`src/stepper_pkg.sv`:
```
// Constants for the stepper energy pulse drive.
// Assumes a single 100 MHz clock domain.
package stepper_pkg;
  localparam int CLK_HZ = 100_000_000;
  // Mono-flop widths in microseconds
  localparam int MONO_SHORT_US = 31250;
  localparam int MONO_LONG_US = 156250;
  localparam int MONO_SHORT_CYC = MONO_SHORT_US * (CLK_HZ / 1_000_000);
  localparam int MONO_LONG_CYC = MONO_LONG_US * (CLK_HZ / 1_000_000);
  localparam int ENERGY_W = 20;
  localparam int POWER_W = 20;
  localparam int DIV_W = 12;
  // Motor divide ratios, codes 0..3, long-pulse multiplier
  localparam logic [11:0] DIV_K0 = 12'h040;
  localparam logic [11:0] DIV_K1 = 12'h080;
  localparam logic [11:0] DIV_K2 = 12'h020;
  localparam logic [11:0] DIV_K3 = 12'h100;
  localparam logic [11:0] LONG_MULT = 12'h00A;
  localparam logic [1:0] ACC_SIGNED_GATE = 2'h0;
  localparam logic [1:0] ACC_ABS = 2'h1;
  localparam logic [1:0] ACC_FERRARIS = 2'h2;
  localparam logic [1:0] ACC_SIGNED_RUN = 2'h3;
  localparam logic [1:0] APL_STANDALONE_FULL = 2'h2;
  localparam logic [1:0] APL_STANDALONE_DIV = 2'h3;

  // Divide ratio for a code and long-pulse select
  function automatic logic [11:0] div_ratio(input logic [1:0] code, input logic long_sel);
    logic [11:0] base;
    base = DIV_K0;
    case (code)
      2'h0: base = DIV_K0;
      2'h1: base = DIV_K1;
      2'h2: base = DIV_K2;
      default: base = DIV_K3;
    endcase
    div_ratio = long_sel ? 12'(base * LONG_MULT) : base;
  endfunction : div_ratio
endpackage : stepper_pkg

```
`src/pulse_divider.sv`:
```
// Divides an input pulse stream by a run-time ratio.
// Assumes one-cycle input pulses synchronous to clk.
`timescale 1ns/1ps
module pulse_divider import stepper_pkg::*; #(
  parameter int W = DIV_W
) (
  input wire logic clk,
  input wire logic rst,
  input wire logic clr,
  input wire logic pulse_in,
  input wire logic [W-1:0] ratio,
  output logic pulse_out
);
  typedef struct packed {
    logic [W-1:0] cnt;
    logic out;
  } div_s;
  div_s st_reg, st_next;

  // Count input pulses, emit one per ratio
  always_comb begin
    st_next = st_reg;
    st_next.out = 1'b0;
    if (clr) begin
      st_next.cnt = '0;
    end else if (pulse_in) begin
      if (st_reg.cnt >= ratio - W'(1)) begin
        st_next.cnt = '0;
        st_next.out = 1'b1;
      end else begin
        st_next.cnt = st_reg.cnt + W'(1);
      end
    end
  end

  always_ff @(posedge clk or posedge rst) begin
    if (rst) begin
      st_reg <= '0;
    end else begin
      st_reg <= st_next;
    end
  end

  assign pulse_out = st_reg.out;
endmodule : pulse_divider

```
`src/stepper_energy_pulse_drive.sv`:
```
// Energy accumulation, LED pulse and stepper drive in standalone mode.
// Assumes phase powers and a power strobe synchronous to clk.
`timescale 1ns/1ps
module stepper_energy_pulse_drive import stepper_pkg::*; #(
  parameter int MONO_SHORT = MONO_SHORT_CYC,
  parameter int MONO_LONG = MONO_LONG_CYC
) (
  input wire logic clk,
  input wire logic rst,
  input wire logic power_strobe,
  input wire logic signed [POWER_W-1:0] power_r,
  input wire logic signed [POWER_W-1:0] power_s,
  input wire logic signed [POWER_W-1:0] power_t,
  input wire logic signed [POWER_W-1:0] power_fund,
  input wire logic signed [POWER_W-1:0] power_reactive,
  input wire logic signed [POWER_W-1:0] power_reactive_fund,
  input wire logic [1:0] application_mode_sel,
  input wire logic long_pulse_reactive_sel,
  input wire logic fund_sel,
  input wire logic [1:0] motor_divider_code,
  input wire logic [1:0] neg_power_accum_mode,
  input wire logic no_load_flag,
  input wire logic alt_pos_func,
  input wire logic alt_neg_func,
  output logic motor_out_pos_pin,
  output logic motor_out_neg_pin,
  output logic led_pin,
  output logic sign_total,
  output logic [2:0] sign_phase
);
  typedef struct packed {
    logic [ENERGY_W-1:0] acc_p;
    logic [ENERGY_W-1:0] acc_f;
    logic [ENERGY_W-1:0] acc_q;
    logic [ENERGY_W-1:0] acc_r;
    logic p_pulse;
    logic led_src;
    logic [31:0] mono_cnt;
    logic side_b;
    logic drive_a;
    logic drive_b;
    logic led;
    logic sgn;
    logic [2:0] sgn_ph;
  } drive_s;
  drive_s st_reg, st_next;

  logic standalone;
  logic motor_pulse;
  logic led_div_pulse;
  logic [DIV_W-1:0] motor_ratio;
  logic [DIV_W-1:0] led_ratio;
  logic signed [POWER_W+1:0] sum_signed;
  logic [POWER_W+1:0] sum_abs;
  logic [POWER_W+1:0] sum_ferr;
  logic [POWER_W+1:0] p_add;
  logic p_neg;

  function automatic logic [POWER_W+1:0] mag(input logic signed [POWER_W-1:0] v);
    mag = v[POWER_W-1] ? (POWER_W+2)'(-v) : (POWER_W+2)'(v);
  endfunction : mag

  function automatic logic [POWER_W+1:0] pos(input logic signed [POWER_W-1:0] v);
    pos = v[POWER_W-1] ? '0 : (POWER_W+2)'(v);
  endfunction : pos

  assign standalone = application_mode_sel[1];

  // Power combination per accumulation mode
  always_comb begin
    sum_signed = (POWER_W+2)'(power_r) + (POWER_W+2)'(power_s) + (POWER_W+2)'(power_t);
    sum_abs = mag(power_r) + mag(power_s) + mag(power_t);
    sum_ferr = pos(power_r) + pos(power_s) + pos(power_t);
    p_neg = sum_signed[POWER_W+1];
    case (neg_power_accum_mode)
      ACC_ABS: p_add = sum_abs;
      ACC_FERRARIS: p_add = sum_ferr;
      default: p_add = p_neg ? (POWER_W+2)'(-sum_signed) : (POWER_W+2)'(sum_signed);
    endcase
  end

  assign motor_ratio = div_ratio(motor_divider_code, long_pulse_reactive_sel);
  assign led_ratio = div_ratio(motor_divider_code, 1'b0);

  // Energy pulse divided to motor rate
  pulse_divider #(.W(DIV_W)) u_motor_div (
    .clk(clk),
    .rst(rst),
    .clr(no_load_flag),
    .pulse_in(st_reg.p_pulse),
    .ratio(motor_ratio),
    .pulse_out(motor_pulse)
  );

  // Energy pulse divided to LED rate in mode 3
  pulse_divider #(.W(DIV_W)) u_led_div (
    .clk(clk),
    .rst(rst),
    .clr(no_load_flag),
    .pulse_in(st_reg.p_pulse),
    .ratio(led_ratio),
    .pulse_out(led_div_pulse)
  );

  // Accumulators, mono-flop, decoder, LED and sign status
  always_comb begin
    logic [ENERGY_W:0] sp;
    logic [ENERGY_W:0] sf;
    logic [ENERGY_W:0] sq;
    logic [ENERGY_W:0] sr;
    logic blank;
    logic [ENERGY_W-1:0] f_add;
    sp = '0;
    sf = '0;
    sq = '0;
    sr = '0;
    f_add = '0;
    blank = 1'b0;
    st_next = st_reg;
    st_next.p_pulse = 1'b0;
    st_next.led_src = 1'b0;
    st_next.led = 1'b0;
    if (power_strobe && !no_load_flag) begin
      // Accumulation mode applies to active energies only
      if (neg_power_accum_mode == ACC_ABS || neg_power_accum_mode == ACC_FERRARIS) begin
        f_add = ENERGY_W'(mag(power_fund));
      end else begin
        f_add = ENERGY_W'(pos(power_fund));
      end
      sp = {1'b0, st_reg.acc_p} + (ENERGY_W+1)'(p_add);
      sf = {1'b0, st_reg.acc_f} + {1'b0, f_add};
      sq = {1'b0, st_reg.acc_q} + (ENERGY_W+1)'(mag(power_reactive));
      sr = {1'b0, st_reg.acc_r} + (ENERGY_W+1)'(mag(power_reactive_fund));
      st_next.acc_p = sp[ENERGY_W-1:0];
      st_next.acc_f = sf[ENERGY_W-1:0];
      st_next.acc_q = sq[ENERGY_W-1:0];
      st_next.acc_r = sr[ENERGY_W-1:0];
      st_next.p_pulse = sp[ENERGY_W];
      case ({long_pulse_reactive_sel, fund_sel})
        2'h0: st_next.led_src = sp[ENERGY_W];
        2'h1: st_next.led_src = sf[ENERGY_W];
        2'h2: st_next.led_src = sq[ENERGY_W];
        default: st_next.led_src = sr[ENERGY_W];
      endcase
      st_next.sgn = (neg_power_accum_mode == ACC_SIGNED_GATE ||
                     neg_power_accum_mode == ACC_SIGNED_RUN) ? !p_neg : 1'b1;
      st_next.sgn_ph = {!power_t[POWER_W-1], !power_s[POWER_W-1], !power_r[POWER_W-1]};
    end
    // LED source per application mode
    case (application_mode_sel)
      APL_STANDALONE_FULL: st_next.led = st_reg.p_pulse;
      APL_STANDALONE_DIV: st_next.led = led_div_pulse;
      default: st_next.led = st_reg.led_src;
    endcase
    // Mode 0 blanks the motor while total is negative
    blank = no_load_flag || !standalone ||
            (neg_power_accum_mode == ACC_SIGNED_GATE && !st_reg.sgn);
    if (st_reg.mono_cnt != 0) begin
      st_next.mono_cnt = st_reg.mono_cnt - 32'(1);
      if (st_reg.mono_cnt == 32'(1)) begin
        st_next.drive_a = 1'b0;
        st_next.drive_b = 1'b0;
      end
    end else if (motor_pulse && !blank) begin
      st_next.mono_cnt = long_pulse_reactive_sel ? 32'(MONO_LONG) : 32'(MONO_SHORT);
      st_next.drive_a = !st_reg.side_b;
      st_next.drive_b = st_reg.side_b;
      st_next.side_b = !st_reg.side_b;
    end
    if (blank) begin
      st_next.drive_a = 1'b0;
      st_next.drive_b = 1'b0;
      st_next.mono_cnt = '0;
    end
  end

  always_ff @(posedge clk or posedge rst) begin
    if (rst) begin
      st_reg <= '0;
    end else begin
      st_reg <= st_next;
    end
  end

  // Motor pins fall back to other functions outside standalone
  assign motor_out_pos_pin = standalone ? st_reg.drive_a : alt_pos_func;
  assign motor_out_neg_pin = standalone ? st_reg.drive_b : alt_neg_func;
  assign led_pin = st_reg.led;
  assign sign_total = st_reg.sgn;
  assign sign_phase = st_reg.sgn_ph;

  exclusive_drive_a: assert property (@(posedge clk) disable iff (rst)
    !(st_reg.drive_a && st_reg.drive_b)) else $error("both drives high");
  no_load_low_a: assert property (@(posedge clk) disable iff (rst)
    no_load_flag |=> !st_reg.drive_a && !st_reg.drive_b) else $error("drive under no-load");
  standalone_pin_a: assert property (@(posedge clk) disable iff (rst)
    application_mode_sel[1] |-> motor_out_pos_pin == st_reg.drive_a) else $error("pin mux");
  alt_pin_a: assert property (@(posedge clk) disable iff (rst)
    !application_mode_sel[1] |-> motor_out_neg_pin == alt_neg_func) else $error("alt mux");
  alternate_a: assert property (@(posedge clk) disable iff (rst)
    $rose(st_reg.drive_a) |-> st_reg.side_b && !$past(st_reg.side_b))
    else $error("decoder order");
  neg_blank_a: assert property (@(posedge clk) disable iff (rst)
    (neg_power_accum_mode == ACC_SIGNED_GATE && !st_reg.sgn) |=> !st_reg.drive_a)
    else $error("negative drive");
  abs_sign_a: assert property (@(posedge clk) disable iff (rst)
    (power_strobe && !no_load_flag && neg_power_accum_mode == ACC_ABS) |=> sign_total)
    else $error("abs sign");
  mono_load_a: assert property (@(posedge clk) disable iff (rst)
    $rose(st_reg.drive_a || st_reg.drive_b) |-> st_reg.mono_cnt ==
    ($past(long_pulse_reactive_sel) ? 32'(MONO_LONG) : 32'(MONO_SHORT)))
    else $error("mono width");
  ferr_sign_a: assert property (@(posedge clk) disable iff (rst)
    (power_strobe && !no_load_flag && neg_power_accum_mode == ACC_FERRARIS) |=> sign_total)
    else $error("ferraris sign");
  led_full_a: assert property (@(posedge clk) disable iff (rst)
    (application_mode_sel == APL_STANDALONE_FULL && st_reg.p_pulse) |=> led_pin)
    else $error("led full rate");

  drive_a_c: cover property (@(posedge clk) disable iff (rst) $rose(st_reg.drive_a));
  drive_b_c: cover property (@(posedge clk) disable iff (rst) $rose(st_reg.drive_b));
  led_c: cover property (@(posedge clk) disable iff (rst) led_pin);
  neg_c: cover property (@(posedge clk) disable iff (rst) !sign_total);
endmodule : stepper_energy_pulse_drive

```
`config.mk`:
```
export PLATFORM = sky130hd
export DESIGN_NAME = stepper_energy_pulse_drive
export DESIGN_NICKNAME = d
export VERILOG_FILES = /design/src/stepper_pkg.sv /design/src/pulse_divider.sv /design/src/stepper_energy_pulse_drive.sv
export SDC_FILE = /design/constraint.sdc
export NUM_CORES = 1
export LEC_CHECK = 0
export CORE_MARGIN = 5
export CORE_UTILIZATION = 30
export CTS_CLUSTER_SIZE = 12
export DETAILED_ROUTE_END_ITERATION = 6
export DONT_BUFFER_PORTS = 1
export PLACE_DENSITY_LB_ADDON = 0.2
export SYNTH_ARGS = -nofsm -noshare
export SYNTH_HDL_FRONTEND = slang
export SYNTH_SLANG_ARGS = --single-unit
```
`constraint.sdc`:
```
create_clock -name clk -period 4.16 [get_ports clk]
set_clock_uncertainty 0.15 [all_clocks]
set_input_delay 0 -clock clk [delete_from_list [all_inputs] [get_ports clk]]
set_output_delay 0 -clock clk [all_outputs]
set_load 0.01 [all_outputs]
```
# [Word-level counts from Yosys, hierarchy flattened]
# Cells that the tools add are included.
[word_totals] ff_bits=148 input_bits=134 output_inout_bits=7
[classes] add_sub_neg=22 n_mul=1 n_lt_le_gt_ge=2 eq_ne=11 n_mux=39 bitwise_logic=1 reduce_logical=24
[ops] cell="21-bit two-way mux" n=6
[ops] cell="20-bit negator with 21-bit output" n=5
[ops] cell="19-bit two-way mux" n=4
[ops] cell="32-bit two-way mux" n=2
[ops] cell="20-bit by 21-bit adder with 21-bit output" n=3
[ops] cell="12-bit two-way mux" n=5
[ops] cell="20-bit two-way mux" n=3
[ops] cell="20-bit by 20-bit adder with 21-bit output" n=2
[ops] cell="21-bit adder" n=2
[ops] cell="21-bit case mux with 2 select lines" n=1
[ops] cell="35-bit two-way mux" n=1
[ops] cell="32-bit by 1-bit == test with 1-bit output (second input constant)" n=1
[ops] cell="32-bit nonzero test" n=1
[ops] cell="32-bit by 1-bit subtractor with 32-bit output (second input constant)" n=1
[ops] cell="9-bit case mux with 3 select lines" n=1
[ops] cell="13-bit two-way mux" n=2
[ops] cell="12-bit by 1-bit adder with 12-bit output (second input constant)" n=2
[ops] cell="12-bit greater-or-equal comparator" n=2
[ops] cell="24-bit two-way mux" n=1
[ops] cell="21-bit by 20-bit adder with 22-bit output" n=1
[ops] cell="20-bit by 19-bit adder with 21-bit output" n=1
[ops] cell="21-bit negator" n=1
[ops] cell="19-bit by 19-bit adder with 20-bit output" n=1
[ops] cell="20-bit negator" n=1
[ops] cell="other kinds (18)" n=50

# [Depth between registers and ports, before layout]
# Gate-level depths: netlist (run 1).
[logic_depth] depth_word=9 mapped_depth=30 mapped_depth_nobuf=29

# [By module]
# From an unflattened synthesis (run 1), not the netlist that was laid out.
[unflattened] cells_unflattened=2305 area_unflattened_um2=18452.7
[by_module_without_submodules] module="stepper_energy_pulse_drive" instances=1 cells_per_inst=2004 area_per_inst_um2=15971.6 seq_area_each_um2=3052.9
[by_module_without_submodules] module="pulse_divider at u_motor_div" instances=1 cells_per_inst=150 area_per_inst_um2=1244.9 seq_area_each_um2=325.3
[by_module_without_submodules] module="pulse_divider at u_led_div" instances=1 cells_per_inst=151 area_per_inst_um2=1236.2 seq_area_each_um2=325.3

# [Least setup slack after synthesis (run 1)]
# No wires, ideal clock.
[synth_path] path_kind="input to register" startpoint="input port power_r[1]" endpoint="register st_reg[40] in the netlist's numbering" arrival_time_ns=5.982 slack_ns=-2.095 cell_stages=28 path_cell_list="inv_1 > fa_1 > inv_1 > ha_1 > fa_1 > a211oi_1 > o21bai_1 > o31ai_1 > a311o_1 > a21boi_0 > o21a_1 > o21ai_0 > clkbuf_1 > nand2_1 > xor2_1 > a21oi_1 > ha_1 > or4_1 > a211oi_1 > o31a_1 > o21ai_1 > a211o_1 > a221o_1 > a31oi_1 > o21a_1 > nor2_1 > mux2_4 > o2bb2ai_2"
[synth_rtl] item="from (decl)" line_no="stepper_energy_pulse_drive.sv:11" source="input wire logic signed [POWER_W-1:0] power_r,"
[synth_rtl] item="to (signal assigned)" line_no="stepper_energy_pulse_drive.sv:181" source="st_reg <= st_next;"
[synth_rtl] item="to (decl)" line_no="stepper_energy_pulse_drive.sv:46" source="drive_s st_reg, st_next;"

==> impl_summary.log, run 1 <==
[metrics] most frequent cell after synthesis: sky130_fd_sc_hd__nand2_1
[metrics] clock tree from TritonCTS: yes
[metrics] ratio of cells with drive above 1 in the final layout: 16.8%
[metrics] cell area after synthesis: 17500 um^2
[metrics] number of antenna violations at the first check in global routing: 0
[metrics] Mapped Avg Cell Area: 8.02 um^2
[metrics] outcome: finished, violations left
[metrics] boundary pin count: 141
[metrics] net count of the finished layout: 2923
[metrics] Worst Hold Slack: 0.00793 ns
[metrics] clock edge transition at the registers on the reported setup and hold paths: 0.07 ns
[metrics] setup total negative slack: -11.24 ns
[metrics] routed via count divided by cell count: 5.00
[metrics] Site Rows: 88
[metrics] vias: 16600
[metrics] buffers from clock root to sink, at most: 2
[metrics] Final Hold Fails: 0
[metrics] Antenna Cells: 0
[metrics] number of storage elements in the synthesis netlist: 148
[metrics] crit path kind: input pin to register
[metrics] arrival time worst endpoint: 5.62 ns
[metrics] core area: 57800 um^2
[metrics] number of H-tree branching levels: 4
[metrics] tightest slew margin relative to the limit: 38.9%
[metrics] initial core utilization: 30.3%
[metrics] placed cell count: 3179
[metrics] total power after layout: 12.4 mW
[metrics] class of the worst hold path: input pin to primary output
[metrics] post-synth top area cell: sky130_fd_sc_hd__dfrtp_1
[metrics] instance count of the mapped netlist: 2187
[metrics] most used flip-flop cell after synthesis: sky130_fd_sc_hd__dfrtp_1
[metrics] DRC: 0
[metrics] DPL Wire Length: 40800 um
[metrics] number of distinct library cells after synthesis: 76
[metrics] kind of end point of the critical path: register
[metrics] portion of the post-synthesis area used by sequential elements: 21.1%
[metrics] total wire length: 52400 um
[metrics] ranking of synthesized cells by area: sky130_fd_sc_hd__dfrtp_1, sky130_fd_sc_hd__ha_1, sky130_fd_sc_hd__fa_1, sky130_fd_sc_hd__xnor2_1, sky130_fd_sc_hd__o21ai_0
[metrics] areal power density over the cells: 552 nW/um^2
[metrics] async set-reset flop share out of synthesis: 100%
[metrics] clock tree sinks: 148
[metrics] horizontal die dimension: 252 um
[metrics] P_leak: 10.5 nW
[metrics] Commonest cells post-synth: sky130_fd_sc_hd__nand2_1, sky130_fd_sc_hd__o21ai_0, sky130_fd_sc_hd__ha_1
[metrics] Core Util, Final: 38.9%
[metrics] synthesis warning total: 0
[metrics] detailed-route wire length per cell: 15.8 um
[metrics] slew of the pin with the lowest slew margin: 0.917 ns
[metrics] RSZ-0062 raised after global routing: yes
[metrics] first-pass iteration count of the detailed router: 7
[metrics] net count after synthesis: 2558
[metrics] height of the die: 252 um
[metrics] All-Layer GR Usage: 16.5%
[metrics] 1st-iter DRT viols: 689
[metrics] crit share post-route: 130%
[metrics] layout overhead on the synthesized area: 28.3%
[metrics] first-pass GRT wire length: 86300 um
[metrics] count of input and output buffers: 0
[metrics] Crit path largest cell delay: 0.52 ns
[metrics] final cell count without fillers: 3329
[metrics] TritonCTS Buffers: 17
[metrics] number of flops mapped to enable cells by yosys: 0
[metrics] Setup Viol. Count Final: 16
[metrics] violations in the final reports: negative setup slack
[metrics] Crit Path Max Fanout: 8
[metrics] largest vdd supply drop: 0.324 mV
[metrics] number of global-route vias before repair: 17000
[metrics] Largest register FFs: 117
[metrics] die area: 63400 um^2
[metrics] Clock Latency Late Sink: 0.46 ns
[metrics] min setup slack post-route: -1.26 ns
[metrics] Min Clock Period, post-route: 5.42 ns
[metrics] required time of the worst setup path: 4.36 ns
[metrics] master of the slowest instance on the critical path: sky130_fd_sc_hd__fa_1
[metrics] crit start category: input pin
[metrics] pin count of the biggest net entering global routing: 93
[metrics] number of max-cap violations: 0
[metrics] upper clock frequency limit: 184 MHz
[metrics] DRT antenna net count: 0
[metrics] area share of the leading cell type in the synthesized netlist: 21.1%
[metrics] weighted congestion reported at the end of routability-driven placement: 0.863
[metrics] number of max-slew violations in the final report: 0
[metrics] total congestion overflow: 0
[metrics] clock root buffer master: sky130_fd_sc_hd__clkbuf_16
[worst max-delay path, delay by kind of cell]
kind,cells,cell delay (ns)
simple gates,3,0.60
buf+inv,5,0.46
mux,1,0.28
compound gates,16,2.86
xor+xnor,1,0.12
fa+ha+maj,4,1.30
[area by class of cell]
cell class,count,area (um^2)
multi-input cells,1834,13300
flip-flops and latches,148,3700
fillers,5902,35300
clock inverters,14,165
well taps,765,957
clock buffers,17,425
inverters,136,528
repair buffers,415,3420
[metal layers]
metal / GRT usage (%) / part of all wire [%]
met1: 21.9 / 47
met3: 3.14 / 3.6
met2: 28.0 / 47
met4: 3.79 / 1.8
met5: 0 / 0
[cell usage in the layout, fill, tap and decap left out, types with 18 or more instances in the layout]
cell type                       netlist  layout
sky130_fd_sc_hd__dfrtp_1            148     148
sky130_fd_sc_hd__a31oi_1             19      18
sky130_fd_sc_hd__nor2b_1             25      23
sky130_fd_sc_hd__ha_1               172     168
sky130_fd_sc_hd__o21ai_0            204     184
sky130_fd_sc_hd__o31ai_1             44      41
sky130_fd_sc_hd__a21o_1              49      49
sky130_fd_sc_hd__or4_1               20      19
sky130_fd_sc_hd__dlygate4sd3_1        0      92
sky130_fd_sc_hd__inv_1              135     131
sky130_fd_sc_hd__buf_4                3     312
sky130_fd_sc_hd__o21ai_1              4      21
sky130_fd_sc_hd__xor2_1             103     102
sky130_fd_sc_hd__and3_1              18      18
sky130_fd_sc_hd__nand2b_1            62      61
sky130_fd_sc_hd__nor3_1              66      66
sky130_fd_sc_hd__nand3_1             42      42
sky130_fd_sc_hd__o21a_1              19      19
sky130_fd_sc_hd__nand2_1            272     270
sky130_fd_sc_hd__fa_1                65      63
sky130_fd_sc_hd__a21oi_1            111     104
sky130_fd_sc_hd__or3_1               32      32
sky130_fd_sc_hd__xnor2_1            123     117
sky130_fd_sc_hd__nor2_1             157     156
[worst paths after layout]
| kind | cells past startpoint | slack, ns | end | from |
|---|---|---|---|---|
| max | 30 | -1.26 | st_reg[40] | power_t[1] |
| min in group asynchronous | 2 | 0.06 | st_reg[73] | rst |
| min | 1 | 0.008 | motor_out_pos_pin | alt_pos_func |
| min reg2reg | 2 | 0.33 | st_reg[46] | st_reg[46] |
| max reg2reg | 12 | 0.58 | st_reg[79] | st_reg[63] |
| max in group asynchronous | 3 | 2.82 | st_reg[119] | rst |
[timing repair]
action,4_1_cts,5_1_grt
pin swaps,33,32
setup buffers,16,9
endpoints found under the hold margin,215,0
gates resized for setup,29,30
setup endpoints to repair,17,21
hold buffers,96,0
[per-stage QoR]
stage	setup WS (ns)	instance area, um^2
after floorplan	-1.56	17600
after global placement	-1.82	20500
after detailed placement	-1.97	20500
after CTS	-1.23	22300
after global routing	-1.59	22500
final	-1.26	22500
[kinds of logic after synthesis]
| kind of cell | Yosys count | synth area share, % |
|---|---|---|
| and+or+nand+nor | 768 | 21.1 |
| AOI/OAI and AO/OA | 595 | 21.7 |
| adders and majority gates | 237 | 19.7 |
| xor gates and xnor gates | 226 | 11.3 |
| buffers and inverters | 205 | 4.50 |
| DFF | 148 | 21.1 |
| muxes | 8 | 0.507 |
[report_power, final]
part	switching [mW]	leakage, nW	internal [mW]
logic	4.15	8.34	4.35
clock network	0.724	0.289	0.899
registers	0.357	1.92	1.92
total	5.23	10.5	7.17
Note: power is estimated with default switching activity, not from simulation.
==> inputs of run 2 (changes only) <==
--- a/config.mk
+++ b/config.mk
@@ -11,5 +11,5 @@
 export DETAILED_ROUTE_END_ITERATION = 6
 export DONT_BUFFER_PORTS = 1
-export PLACE_DENSITY_LB_ADDON = 0.2
+export PLACE_DENSITY_LB_ADDON = 0.1
 export SYNTH_ARGS = -nofsm -noshare
 export SYNTH_HDL_FRONTEND = slang
==> constraint.sdc (replaced) <==
create_clock -name clk -period 4.16 [get_ports clk]
set_clock_uncertainty 0.15 [all_clocks]
set_input_delay 1.04 -clock clk [delete_from_list [all_inputs] [get_ports clk]]
set_output_delay 1.04 -clock clk [all_outputs]
set_load 0.02 [all_outputs]
==> run 2 against run 1 <==
The run still ends with negative setup slack left; non-clock buffer count is 14 higher; sequential power about the same; die area unchanged; global-route usage increased by 0.22 points; maximum frequency down 17%; first-iteration DRC count increased by 18%; clock-buffer cell count up 3; flip-flop and latch count unchanged; largest cell class unchanged; highest routed layer unchanged.
==> impl_summary.log, run 2 (synthesis gave the netlist of run 1 again) <==
[metrics] outcome: finished, violations left
[metrics] violations in the final reports: negative setup slack
[metrics] kind of end point of the critical path: register
[metrics] worst r2r path cells: 13 (+1)
[metrics] DPL Wire Length: 43800 um (+7.2%)
[metrics] number of max-slew violations in the final report: 0 (unchanged)
[metrics] power spent charging and discharging nets: 5.31 mW (+1.4%)
[metrics] weighted congestion reported at the end of routability-driven placement: 0.854 (-1.0%)
[metrics] clock tree from TritonCTS: yes
[metrics] R2R setup slack: 0.72 ns (+0.14 ns)
[metrics] Critical path buffers and inverters: 5 (unchanged)
[metrics] number of max-cap violations: 0 (unchanged)
[metrics] commonest non-fill, non-tap cell in the layout: sky130_fd_sc_hd__buf_4
[metrics] layout filler cell count: 5922 (+0.34%)
[metrics] Site Rows: 88 (unchanged)
[metrics] largest vdd supply drop: 0.283 mV (-13%)
[metrics] height of the die: 252 um (unchanged)
[metrics] number of H-tree branching levels: 4 (unchanged)
[metrics] total congestion overflow: 0 (unchanged)
[metrics] highest-count cells in the layout ignoring fill and taps: sky130_fd_sc_hd__buf_4, sky130_fd_sc_hd__nand2_1, sky130_fd_sc_hd__o21ai_0
[metrics] Setup Viol. Count Final: 26 (+10)
[metrics] layout overhead on the synthesized area: 28.6%
[metrics] min setup slack post-route: -2.36 ns (-1.10 ns)
[metrics] Worst Hold Slack: 0.230 ns (+0.222 ns)
[metrics] Final Hold Fails: 0 (unchanged)
[metrics] count of input and output buffers: 0 (unchanged)
[metrics] first-pass iteration count of the detailed router: 5 (-2)
[metrics] master of the slowest instance on the critical path: sky130_fd_sc_hd__fa_1
[metrics] Largest register FFs: 117 (unchanged)
[metrics] clock edge transition at the registers on the reported setup and hold paths: 0.06 ns (about the same)
[metrics] ratio of cells with drive above 1 in the final layout: 22.1% (+5.3 points)
[metrics] net count of the finished layout: 2937 (+0.48%)
[metrics] switching share of power: 41.9% (-0.31 points)
[metrics] Crit Path Max Fanout: 9 (+1)
[metrics] Antenna Cells: 0 (unchanged)
[metrics] routed via count divided by cell count: 4.97 (-0.62%)
[metrics] Worst R2R End: st_reg[40]
[metrics] boundary pin count: 141 (unchanged)
[metrics] die area: 63400 um^2 (unchanged)
[metrics] vias: 16600 (-0.17%)
[metrics] total wire length: 53500 um (+1.9%)
[metrics] horizontal die dimension: 252 um (unchanged)
[metrics] areal power density over the cells: 562 nW/um^2 (+1.9%)
[metrics] Clock Latency Late Sink: 0.45 ns (about the same)
[metrics] arrival time worst endpoint: 6.70 ns (+1.08 ns)
[metrics] RSZ-0062 raised after global routing: yes
[metrics] Crit path largest cell delay: 0.52 ns (about the same)
[metrics] CP delay by family, top: compound AO/OA/AOI/OAI gates
[metrics] proportion of power drawn by the clock network: 12.7% (-0.4 points)
[metrics] number of antenna violations at the first check in global routing: 0 (unchanged)
[metrics] tightest slew margin relative to the limit: 53.3% (+14 points)
[metrics] clock tree sinks: 148 (unchanged)
[metrics] detailed-route wire length per cell: 16.0 um (+1.5%)
[metrics] upper clock frequency limit: 153 MHz (-17%)
[metrics] clock root buffer master: sky130_fd_sc_hd__clkbuf_16
[metrics] quantity of hold-fixing buffers added after cts: 0 (-100%)
[metrics] area of combinational cells with multiple inputs: 13500 um^2 (+1.6%)
[metrics] initial core utilization: 30.3% (unchanged)
[metrics] combinational power share: 69.2% (+0.6 points)
[metrics] core area: 57800 um^2 (unchanged)
[metrics] required time of the worst setup path: 4.34 ns (-0.02 ns)
[metrics] P_leak: 10.7 nW (+1.5%)
[metrics] DRT antenna net count: 0 (unchanged)
[metrics] Min Clock Period, post-route: 6.52 ns (+1.10 ns)
[metrics] buffers from clock root to sink, at most: 2 (unchanged)
[metrics] number of global-route vias before repair: 16800 (-1.5%)
[metrics] part of the power in registers: 18.1% (-0.3 points)
[metrics] TritonCTS Buffers: 17 (unchanged)
[metrics] DRC: 0 (unchanged)
[metrics] first-pass GRT wire length: 87500 um (+1.4%)
[metrics] All-Layer GR Usage: 16.7% (+0.22 points)
[metrics] crit start category: input pin
[metrics] crit path kind: input pin to register
[metrics] origin of the worst setup path: power_t[1]
[metrics] post-route standard cell area excluding fillers: 22500 um^2 (+0.27%)
[metrics] standard cell area after detailed placement: 21400 um^2 (+4.5%)
[metrics] total area of sequential cells: 3700 um^2 (unchanged)
[metrics] crit share post-route: 157% (+26 points)
[metrics] pin count of the biggest net entering global routing: 62 (-33%)
[metrics] start of the worst register-to-register path: st_reg[102]
[metrics] 1st-iter DRT viols: 811 (+18%)
[metrics] class of the worst hold path: input pin to async pin
[metrics] slew of the pin with the lowest slew margin: 0.697 ns (-0.220 ns)
[metrics] internal power contribution: 7.36 mW (+2.7%)
==> run 2: cell types whose count changed in the layout (fill, tap and decap cells not counted), moves of 5 or more <==
cell,before,now
sky130_fd_sc_hd__inv_6,7,2
sky130_fd_sc_hd__or3_1,32,26
sky130_fd_sc_hd__dlygate4sd3_1,92,0
sky130_fd_sc_hd__o21ai_0,184,168
sky130_fd_sc_hd__buf_4,312,421
sky130_fd_sc_hd__o21ai_1,21,32
sky130_fd_sc_hd__or3_4,0,6
==> run 2: worst max-delay path by stage <==
stage | to | cells past startpoint
final | st_reg[40] | 30
after global routing | st_reg[40] | 30
after CTS | st_reg[40] | 30
after detailed placement | st_reg[40] | 27
after global placement | st_reg[40] | 30
after floorplan | st_reg[40] | 28
==> run 2: metrics by stage <==
| step | setup slack [ns] | setup TNS (ns) | total power [mW] | std cells | utilization [%] |
|---|---|---|---|---|---|
| final | -2.36 | -34.78 | 12.7 | 3344 | 39.0 |
| after detailed placement | -3.13 | -52.42 | 10.6 | 3294 | 37.1 |
| after global placement | -3.00 | -50.56 | 10.5 | 3294 | 37.1 |
| after floorplan | -2.60 | -38.88 | 7.64 | 2187 | - |
| after CTS | -2.37 | -34.23 | 12.6 | 3348 | 38.7 |
| after global routing | -2.64 | -40.68 | 13.9 | 3344 | 39.0 |
==> run 2: power groups by stage <==
stage | registers [mW] | clock network [mW] | logic (mW)
4_1_cts | 2.29 | 1.68 | 8.66
2_1_floorplan | 2.20 | 0 | 5.43
6_report | 2.29 | 1.61 | 8.77
5_1_grt | 2.37 | 1.73 | 9.85
3_5_place_dp | 2.31 | 0 | 8.27
3_3_place_gp | 2.30 | 0 | 8.17
==> run 2: cell type report <==
| type | instances | area share, % |
|---|---|---|
| multi-input combinational | 1834 | 59.8 |
| clock inverter | 12 | 0.566 |
| timing repair buffer | 429 | 14.5 |
| tap | 765 | 4.25 |
| clock buffer | 20 | 2.07 |
| inverter | 136 | 2.34 |
| sequential | 148 | 16.4 |
==> run 2: what timing repair did <==
| item | CTS | global route |
|---|---|---|
| resized for setup | 55 | 52 |
| hold endpoints to repair | 0 | 0 |
| pin swaps | 19 | 30 |
| buffers inserted | 24 | 7 |
| setup endpoints to repair | 27 | 32 |
==> run 2: layer usage <==
metal / vias to the layer above / global-route usage (%) / routed length (um)
met5: - / 0 / 0
met1: 7843 / 23.0 / 26000
li1: 8491 / - / -
met2: 233 / 27.7 / 24600
met4: 0 / 4.46 / 1050
met3: 48 / 2.35 / 1860
==> inputs of run 3 (changes only) <==
Settings changed: SKIP_LAST_GASP set to 1.
Clock period 4.16 ns to 7 ns, I/O delays scaled along.
==> run 3 against run 2 <==
Non-clock buffer count shrank 189; wire length shrank 3.1%; global-route usage down 0.63 points; clock power is 39% lower; final cell count decreased by 5.7%; clock-buffer cell count unchanged; combinational power decreased by 48%; utilization decreased by 2.9 points; critical path type unchanged; the flow still finishes with violations (negative setup slack); critical path depth shrank 1; cell area fell by 7.4%; worst hold slack better by 0.10 ns; total power is 45% lower.
==> impl_summary.log, run 3 (synthesis gave the netlist of run 1 again) <==
[metrics] quantity of hold-fixing buffers added after cts: 0 (unchanged)
[metrics] areal power density over the cells: 333 nW/um^2 (-41%)
[metrics] pin count of the biggest net entering global routing: 97 (+56%)
[metrics] number of H-tree branching levels: 4 (unchanged)
[metrics] first-pass iteration count of the detailed router: 5 (unchanged)
[metrics] Antenna Cells: 0 (unchanged)
[metrics] arrival time worst endpoint: 7.30 ns (+0.60 ns)
[metrics] Site Rows: 88 (unchanged)
[metrics] height of the die: 252 um (unchanged)
[metrics] number of max-cap violations: 0 (unchanged)
[metrics] total wire length: 51800 um (-3.1%)
[metrics] DRT antenna net count: 0 (unchanged)
[metrics] Critical path buffers and inverters: 4 (-1)
[metrics] TritonCTS Buffers: 17 (unchanged)
[metrics] largest vdd supply drop: 0.196 mV (-31%)
[metrics] highest-count cells in the layout ignoring fill and taps: sky130_fd_sc_hd__nand2_1, sky130_fd_sc_hd__buf_4, sky130_fd_sc_hd__o21ai_0
[metrics] layout overhead on the synthesized area: 19.1%
[metrics] Crit path largest cell delay: 0.56 ns (+0.04 ns)
[metrics] class of the worst hold path: register to register
[metrics] 1st-iter DRT viols: 858 (+5.8%)
[metrics] detailed-route wire length per cell: 16.4 um (+2.7%)
[metrics] boundary pin count: 141 (unchanged)
[metrics] number of global-route vias before repair: 15600 (-6.8%)
[metrics] die area: 63400 um^2 (unchanged)
[metrics] number of max-slew violations in the final report: 0 (unchanged)
[metrics] All-Layer GR Usage: 16.1% (-0.63 points)
[metrics] post-route standard cell area excluding fillers: 20900 um^2 (-7.4%)
[metrics] weighted congestion reported at the end of routability-driven placement: 0.839 (-1.7%)
[metrics] Setup Viol. Count Final: 4 (-85%)
[metrics] standard cell area after detailed placement: 20000 um^2 (-6.8%)
[metrics] Final Hold Fails: 0 (unchanged)
[metrics] kind of end point of the critical path: register
[metrics] core area: 57800 um^2 (unchanged)
[metrics] upper clock frequency limit: 141 MHz
[metrics] routed via count divided by cell count: 5.03 (+1.2%)
[metrics] commonest non-fill, non-tap cell in the layout: sky130_fd_sc_hd__nand2_1
[metrics] Crit Path Max Fanout: 5 (-4)
[metrics] Largest register FFs: 117 (unchanged)
[metrics] clock tree from TritonCTS: yes
[metrics] outcome: finished, violations left
[metrics] clock edge transition at the registers on the reported setup and hold paths: 0.07 ns (about the same)
[metrics] initial core utilization: 30.3% (unchanged)
[metrics] total congestion overflow: 0 (unchanged)
[metrics] count of input and output buffers: 0 (unchanged)
[metrics] DPL Wire Length: 41400 um (-5.4%)
[metrics] buffers from clock root to sink, at most: 2 (unchanged)
[metrics] ratio of cells with drive above 1 in the final layout: 14.4% (-7.7 points)
[metrics] required time of the worst setup path: 7.20 ns (+2.86 ns)
[metrics] slew of the pin with the lowest slew margin: 1.16 ns (+0.466 ns)
[metrics] vias: 15900 (-4.5%)
[metrics] CP delay by family, top: compound AO/OA/AOI/OAI gates
[metrics] clock root buffer master: sky130_fd_sc_hd__clkbuf_16
[metrics] violations in the final reports: negative setup slack
[metrics] master of the slowest instance on the critical path: sky130_fd_sc_hd__fa_1
[metrics] Min Clock Period, post-route: 7.10 ns
[metrics] DRC: 0 (unchanged)
[metrics] RSZ-0062 raised after global routing: yes
[metrics] P_leak: 9.72 nW (-9.2%)
[metrics] number of antenna violations at the first check in global routing: 0 (unchanged)
[metrics] total power after layout: 6.95 mW (-45%)
[metrics] clock tree sinks: 148 (unchanged)
[metrics] net count of the finished layout: 2748 (-6.4%)
[metrics] horizontal die dimension: 252 um (unchanged)
[metrics] placement-stage worst setup slack: -0.898 ns (+2.23 ns)
[metrics] tightest slew margin relative to the limit: 21.8% (-31 points)
[metrics] crit start category: input pin
[metrics] crit path kind: input pin to register
[metrics] min setup slack post-route: -0.102 ns (+2.26 ns)
[metrics] first-pass GRT wire length: 84000 um (-4.1%)
[metrics] Clock Latency Late Sink: 0.46 ns (about the same)
[metrics] crit share post-route: 101%
run 3: changes by cell type in the layout (fill, tap and decap cells not counted), sizes merged:
cell / delta
buf: -189
bufinv: +1
clkinvlp: +1
clkinv: -2
run 3: worst reg2reg max path: stages, from the launching register on:
cell and delay (ns):
sky130_fd_sc_hd__dfrtp_1 0.43, sky130_fd_sc_hd__or4_1 0.62, sky130_fd_sc_hd__nor4_1 0.31, sky130_fd_sc_hd__nor4b_1 0.41
sky130_fd_sc_hd__nand4_1 0.19, sky130_fd_sc_hd__inv_1 0.15, sky130_fd_sc_hd__nand2_1 0.42, sky130_fd_sc_hd__nand3_1 0.72
sky130_fd_sc_hd__a31oi_1 0.09, sky130_fd_sc_hd__o21ai_0 0.16, sky130_fd_sc_hd__o21ai_0 0.10
run 3: timing repair:
item                       CTS  global route
setup endpoints to repair    7             9
gates cloned                 1             0
buffers inserted             9             5
pin swaps                   32            18
resized for setup           26            21
run 3: area by class of cell:
cell class	instances	area (um^2)
clock buffers	20	457
flip-flops and latches	148	3700
multi-input cells	1834	13200
well taps	765	957
fillers	6077	36900
clock inverters	12	154
inverters	136	536
repair buffers	240	1820
run 3: through the flow:
stage               util (%)  hold WS [ns]  setup TNS, ns  instances
floorplan                  -         0.293          -1.98       2187
global placement        34.6         0.312          -4.95       3109
detailed placement      34.6         0.321          -6.13       3109
CTS                     35.9         0.335          -1.07       3151
global route            36.1         0.354          -2.13       3155
finish                  36.1         0.333         -0.173       3155
run 3: layer usage:
metal	global-route usage, %	routed length [um]	vias to the layer above
met4	3.73	683	0
met5	0	0	-
met1	22.7	25600	7484
met2	26.2	23700	217
li1	-	-	8127
met3	2.18	1830	34
run 3: final timing paths:
| check | to | startpoint | slack (ns) | cells past startpoint |
|---|---|---|---|---|
| worst max-delay path | st_reg[40] | power_s[1] | -0.10 | 29 |
| worst min-delay path | st_reg[62] | st_reg[62] | 0.33 | 2 |
| worst max register to register | st_reg[15] | st_reg[16] | 3.12 | 10 |
| worst min register to register | st_reg[62] | st_reg[62] | 0.33 | 2 |
| max in group asynchronous | st_reg[12] | rst | 4.42 | 2 |
| min in group asynchronous | st_reg[75] | rst | 1.18 | 1 |
run 3: where the power goes:
| part | internal [mW] | switching [mW] | leakage (nW) |
|---|---|---|---|
| Combinational | 2.25 | 2.36 | 7.50 |
| Clock | 0.580 | 0.407 | 0.292 |
| Sequential | 1.14 | 0.216 | 1.92 |
